$ cat src/design/hmc_pkg.sv
package hmc_pkg;

    // ------------------------------------------------------------
    // Operations-mode programming
    // ------------------------------------------------------------
    localparam logic [9:0] HMC_MODE_CV_NUM = 10'h03c;
    localparam logic [7:0] HMC_MODE_RESET = 8'h00;
    localparam logic [7:0] HMC_MODE_LAST_VALID = 8'h09;

    // ------------------------------------------------------------
    // Mode value decode: bit 0 selects auto-dim, upper bits the base
    // ------------------------------------------------------------
    localparam int HMC_DIM_BIT = 0;
    localparam logic [2:0] HMC_BASE_AUTOREV = 3'h0;
    localparam logic [2:0] HMC_BASE_FRONT = 3'h1;
    localparam logic [2:0] HMC_BASE_REAR = 3'h2;
    localparam logic [2:0] HMC_BASE_BOTH = 3'h3;
    localparam logic [2:0] HMC_BASE_SWAPPED = 3'h4;

    // ------------------------------------------------------------
    // Lamp drive levels
    // ------------------------------------------------------------
    localparam logic [1:0] HMC_LAMP_OFF = 2'h0;
    localparam logic [1:0] HMC_LAMP_DIM = 2'h1;
    localparam logic [1:0] HMC_LAMP_FULL = 2'h2;

    localparam logic [7:0] HMC_SPEED_STOP = 8'h00;

    // ------------------------------------------------------------
    // Start-up sequencer
    // ------------------------------------------------------------
    typedef enum logic [1:0] {
        HMC_ST_LOAD = 2'b01,
        HMC_ST_RUN = 2'b10
    } hmc_state_t;

endpackage

$ cat src/design/hmc_headlight_ctrl.sv
// Operation
// - Mode 0: front lamp on while direction forward, off in reverse.
// - Autoreverse: rear lamp opposite to front, on in reverse.
// - Lit front lamp runs full brightness with its effect enabled.
// - Auto-dim variants dim the lamp whenever throttle speed is zero.
// - Dimmed lamp runs at reduced level with effect suppressed.
// - Speed above zero restores full brightness and the effect.
// - Modes 2,3 keep front lamp on; 3 adds auto-dim.
// - Modes 4,5 keep rear lamp on; 5 adds auto-dim.
// - Modes 6,7 keep both lamps on; 7 adds auto-dim.
// - Modes 8,9 autoreverse with roles swapped; 9 adds auto-dim.
// - New mode value takes effect at once, no restart.
// - Mode value steers only the front and rear lamp outputs.
// - Each key-0 command toggles the headlight enable.
// - After power-up all lamps and effects are off until commanded.
module hmc_headlight_ctrl
    import hmc_pkg::*;
(
    // Clock and reset
    input wire logic clk_i,
    input wire logic rst_i,
    // Throttle state
    input wire logic direction_fwd_i,
    input wire logic [7:0] speed_i,
    input wire logic headlight_toggle_key_i,
    // Operations-mode programming
    input wire logic cv_write_i,
    input wire logic [9:0] cv_number_i,
    input wire logic [7:0] cv_data_i,
    // Non-volatile store
    input wire logic [7:0] nv_mode_i,
    output logic nv_write_o,
    output logic [7:0] nv_data_o,
    // Lamp drivers
    output logic [1:0] front_lamp_o,
    output logic front_effect_en_o,
    output logic [1:0] rear_lamp_o,
    output logic rear_effect_en_o,
    // Status
    output logic [7:0] headlight_mode_select_o,
    output logic headlight_enable_o
);

    // ------------------------------------------------------------
    // State
    // ------------------------------------------------------------
    hmc_state_t state_r;
    hmc_state_t state_nxt;
    logic [7:0] mode_r;
    logic [7:0] mode_nxt;
    logic en_r;

    // ------------------------------------------------------------
    // Decode
    // ------------------------------------------------------------
    wire logic mode_wr = cv_write_i && (cv_number_i == HMC_MODE_CV_NUM);
    wire logic mode_valid = (mode_r <= HMC_MODE_LAST_VALID);
    wire logic [7:0] eff_mode = mode_valid ? mode_r : HMC_MODE_RESET;
    wire logic auto_dim_option = eff_mode[HMC_DIM_BIT];
    wire logic [2:0] base = eff_mode[3:1];
    wire logic at_stop = (speed_i == HMC_SPEED_STOP);
    wire logic dim_now = auto_dim_option && at_stop;

    wire logic front_sel =
        ((base == HMC_BASE_AUTOREV) && direction_fwd_i) ||
        ((base == HMC_BASE_SWAPPED) && !direction_fwd_i) ||
        (base == HMC_BASE_FRONT) || (base == HMC_BASE_BOTH);
    wire logic rear_sel =
        ((base == HMC_BASE_AUTOREV) && !direction_fwd_i) ||
        ((base == HMC_BASE_SWAPPED) && direction_fwd_i) ||
        (base == HMC_BASE_REAR) || (base == HMC_BASE_BOTH);

    wire logic front_lit = en_r && front_sel;
    wire logic rear_lit = en_r && rear_sel;
    wire logic [1:0] front_lvl = !front_lit ? HMC_LAMP_OFF :
                                 (dim_now ? HMC_LAMP_DIM : HMC_LAMP_FULL);
    wire logic [1:0] rear_lvl = !rear_lit ? HMC_LAMP_OFF :
                                (dim_now ? HMC_LAMP_DIM : HMC_LAMP_FULL);

    // ------------------------------------------------------------
    // Start-up: reload stored mode once after reset release
    // ------------------------------------------------------------
    always_comb
    begin
        state_nxt = state_r;
        mode_nxt = mode_r;
        case (state_r)
            HMC_ST_LOAD:
            begin
                mode_nxt = mode_wr ? cv_data_i : nv_mode_i;
                state_nxt = HMC_ST_RUN;
            end
            HMC_ST_RUN:
            begin
                if (mode_wr)
                begin
                    mode_nxt = cv_data_i;
                end
            end
            default:
            begin
                state_nxt = HMC_ST_LOAD;
            end
        endcase
    end

    always_ff @(posedge clk_i or posedge rst_i)
    begin
        if (rst_i)
        begin
            state_r <= HMC_ST_LOAD;
            mode_r <= HMC_MODE_RESET;
            en_r <= 1'b0;
        end
        else
        begin
            state_r <= state_nxt;
            mode_r <= mode_nxt;
            if (headlight_toggle_key_i)
            begin
                en_r <= !en_r;
            end
        end
    end

    // ------------------------------------------------------------
    // Registered outputs: the two headlight channels and the store write
    // ------------------------------------------------------------
    always_ff @(posedge clk_i or posedge rst_i)
    begin
        if (rst_i)
        begin
            front_lamp_o <= HMC_LAMP_OFF;
            rear_lamp_o <= HMC_LAMP_OFF;
            front_effect_en_o <= 1'b0;
            rear_effect_en_o <= 1'b0;
            nv_write_o <= 1'b0;
            nv_data_o <= HMC_MODE_RESET;
        end
        else
        begin
            front_lamp_o <= front_lvl;
            rear_lamp_o <= rear_lvl;
            front_effect_en_o <= front_lit && !dim_now;
            rear_effect_en_o <= rear_lit && !dim_now;
            nv_write_o <= mode_wr;
            if (mode_wr)
            begin
                nv_data_o <= cv_data_i;
            end
        end
    end

    assign headlight_mode_select_o = mode_r;
    assign headlight_enable_o = en_r;
endmodule

$ cat config.mk
export PLATFORM = sky130hd
export DESIGN_NAME = hmc_headlight_ctrl
export DESIGN_NICKNAME = d
export VERILOG_FILES = /design/src/design/hmc_pkg.sv /design/src/design/hmc_headlight_ctrl.sv
export SDC_FILE = /design/constraint.sdc
export NUM_CORES = 1
export LEC_CHECK = 0
export BUFFER_PORTS_ARGS = -buffer_cell sky130_fd_sc_hd__buf_2
export CAP_MARGIN = 0
export CORE_UTILIZATION = 49
export DETAILED_ROUTE_END_ITERATION = 6
export PLACE_DENSITY = 0.84
export SYNTH_ARGS = -nofsm -noshare
export SYNTH_HDL_FRONTEND = slang
export SYNTH_SLANG_ARGS = --single-unit
$ cat constraint.sdc
create_clock -name clk_i -period 4.5 [get_ports clk_i]
set_clock_uncertainty 0.05 [all_clocks]
set_input_delay 0.675 -clock clk_i [delete_from_list [all_inputs] [get_ports clk_i]]
set_output_delay 0.675 -clock clk_i [all_outputs]
set_load 0.02 [all_outputs]
==> metrics.md <==
| Metric | Value |
|---|---|
| Warnings from Yosys | `0` |
| Power share of the clock group | `0.310` |
| Maximum clock rate | `around 0.45 GHz` |
| Drt wl/cell | `14.8 um` |
| Min-delay src | `nv_data_o[5]$_DFFE_PP0P_` |
| Fraction of layout cells with a size suffix above 1 | `0.403` |
| Post-CTS setup buffers | `0` |
| Pwr dens | `between 300 and 400 nW/um^2` |
| Critical Path Start | `cv_number_i[7]` |
| Core Region | `between 2000 and 3000 um^2` |
| Worst-Skew Late Latency | `around 320 ps` |
| Number of max-cap violations | `0` |
| GPL Wtd Cong | `0.849` |
| Routed vias/inst | `between 5 and 6` |
| Crit Path Max Fanout | `18` |
| CTS max path bufs | `2` |
| Min Tclk post-route | `2250 ps` |
| Clk root buf | `clkbuf_4` |
| Total number of vias | `1326` |
| Antenna Cells | `0` |
| HP Class | `register to register` |
| Final Cycle Share | `0.499` |
| Fin. max-slew vios | `0` |
| All-layer global routing usage | `0.261` |
| Antenna violations before repair | `0` |
| Worst R2R Start | `headlight_mode_select_o[4]$_DFFE_PP0P_` |
| I/O Buffers | `62` |
| Post-synth ARST share | `1.00` |
| Total CTS buffers | `3` |
| Cts repair resizes | `0` |
| Cell Int Power | `around 0.00037 W` |
| Post-synth EDFFs | `0` |
| Switching Power | `between 0.0001 and 0.00015 W` |
| P&R area growth vs syn | `24.2%` |
| Clk pin slew, worst setup/hold paths | `around 130 ps` |
| Post-DRT Antenna Nets | `0` |
| DP Area | `~1600 um^2` |
| Syn Inst Count | `around 150` |
| Slew headroom | `0.395` |
| TritonRoute pass-1 iters | `4` |
| Vias in the first global route | `between 1000 and 1500` |
| Yosys reg bits | `24` |
| Fill cells | `approximately 220` |
| CP Data Required Time | `4690 ps` |
| Fin area | `roughly 1700 um^2` |
| Worst-Margin Slew | `roughly 910 ps` |
| Sw Ratio | `0.285` |
| Proportion of synthesized chip area in sequential cells | `0.448` |
| Worst setup SP type | `input port` |
| Comb power frac | `0.206` |
| Arr. time, crit path | `2440 ps` |
| Post-DP HPWL | `roughly 2.6 mm` |
| Worst ir drop on vdd | `about 0.23 mV` |
| Syn_area_per_cell | `a little over 9 um^2` |
| Synth Cell Area | `around 1300 um^2` |
| First-pass GRT wire length | `5.44 mm` |
| CTS tree | `yes` |
| Total grt overflow | `0` |
| Status | `completed` |
| Clk sink count | `24` |
| Count of cell types in the netlist | `38` |
| Die Height | `about 54 um` |
| DRC Markers | `0` |
| Initial Util | `0.532` |
| Syn nets | `between 150 and 200` |
| Chip width | `around 54 um` |
| H-tree depth | `1` |
| DRT iter0 DRCs | `47` |
| Setup violations, final | `0` |
| RSZ-0062 raised after global routing | `false` |
| Lkg Pwr | `about 0.86 nW` |
| Synth Flop Type | `dfrtp_1` |
| Reg power frac | `0.484` |
| Site Rows | `18` |
| Setup crit end kind | `register` |
| Final Routed Wirelength | `3.42 mm` |
| Total chip power | `approximately 0.00051 W` |
| Final Hold Vio Count | `0` |
| Crit Path Category | `input port to register` |
| I/O pin total | `63` |
| Post-CTS Hold Buffers | `0` |
| Nets@finish | `241` |
| Final setup TNS | `0 ps` |
| Die area | `around 3000 um^2` |
| Largest net degree at the start of global routing | `25` |
==> final timing paths <==
kind / to / cells past startpoint / slack, ps
max in group asynchronous: headlight_mode_select_o[7]$_DFFE_PP0P_ / 2 / 3380
min in group asynchronous: headlight_mode_select_o[3]$_DFFE_PP0P_ / 2 / 470
min: nv_data_o[5]$_DFFE_PP0P_ / 2 / 440
max: headlight_mode_select_o[7]$_DFFE_PP0P_ / 6 / 2250
min reg2reg: nv_data_o[5]$_DFFE_PP0P_ / 2 / 440
max reg2reg: rear_effect_en_o$_DFF_PP0_ / 4 / 2330
==> cells by family after synthesis <==
logic type / synth area share
AND/OR/NAND/NOR: 0.326
flip-flops: 0.448
AO/OA/AOI/OAI: 0.152
buffers and inverters: 0.0671
XOR/XNOR: 0.00652
==> per-layer routing <==
metal / wire (um) / track usage / vias to the layer above
li1: - / - / 644
met1: 1350 / 0.307 / 615
met2: 1800 / 0.476 / 62
met3: 219 / 0.0250 / 5
met4: 43 / 0.115 / 0
met5: 0 / 0 / -
==> cells in the mapped netlist (all sizes together) (2+ instances only) <==
cell / instances / area share
nor3: 7 / 0.026
nor3b: 2 / 0.011
nor2b: 3 / 0.014
or3b: 3 / 0.020
and3: 9 / 0.042
dfrtp: 23 / 0.43
nor4: 3 / 0.019
o21ai: 2 / 0.0075
clkbuf: 5 / 0.014
buf: 6 / 0.042
inv: 4 / 0.011
a311o: 7 / 0.058
o221ai: 7 / 0.046
nor2: 5 / 0.014
nand3: 7 / 0.026
nand2: 34 / 0.095
or3: 4 / 0.022
a31oi: 2 / 0.0093
==> state kept, by name, indices dropped and copies added, names as in the netlist <==
| signal | cells |
|---|---|
| nv_write_o | 1 |
| rear_lamp_o | 1 |
| state_r | 2 |
| front_effect_en_o | 1 |
| front_lamp_o | 1 |
| headlight_enable_o | 1 |
| nv_data_o | 8 |
| rear_effect_en_o | 1 |
| headlight_mode_select_o | 8 |
==> area by class of cell <==
type / instances / area, um^2 / share of cell area
Inverter: 4 / 15.0 / 0.00900
Clock buffer: 3 / 22.5 / 0.0135
Timing Repair Buffer: 62 / 310 / 0.186
Sequential cell: 24 / 602 / 0.361
Tap cell: 30 / 37.5 / 0.0225
Clock inverter: 1 / 30.0 / 0.0180
Multi-Input combinational cell: 107 / 651 / 0.390
==> stage by stage <==
stage | setup WS (ps) | util | hold WS, ps | instances
5_1_grt | 2140 | 0.661 | 456 | 231
4_1_cts | 2270 | 0.661 | 447 | 231
3_5_place_dp | 1920 | 0.640 | 414 | 227
3_3_place_gp | 2000 | 0.640 | 409 | 227
2_1_floorplan | 2370 | - | 527 | 146
6_report | 2250 | 0.661 | 439 | 231
==> power by group through the flow <==
stage	clock [W]	combinational (W)	sequential [W]
4_1_cts	0.000161	0.000106	0.000248
6_report	0.000159	0.000105	0.000247
3_3_place_gp	0	0.000103	0.000250
5_1_grt	0.000167	0.000117	0.000252
2_1_floorplan	0	0.0000485	0.000267
3_5_place_dp	0	0.000105	0.000252
==> critical path, cell delays in order <==
cell      delay, ps
buf_2           110
or3_4           380
or3_1           570
inv_2           320
a211oi_1        140
nor3_1          240
==> cells in the final DEF (no fill, tap or decap), drive strengths merged, types with 2 or more instances in the layout <==
cell type	synthesis	routed
clkbuf	5	3
nor3b	2	2
and3	9	9
nand3	7	7
a311o	7	7
nor4	3	3
a31oi	2	2
dfrtp	23	23
nor2b	3	3
nand2	34	34
nor3	7	7
nor2	5	5
o221ai	7	7
inv	4	4
or3b	3	3
buf	6	62
o21ai	2	2
or3	4	4
No activity file was read; power rests on OpenSTA's default activity.
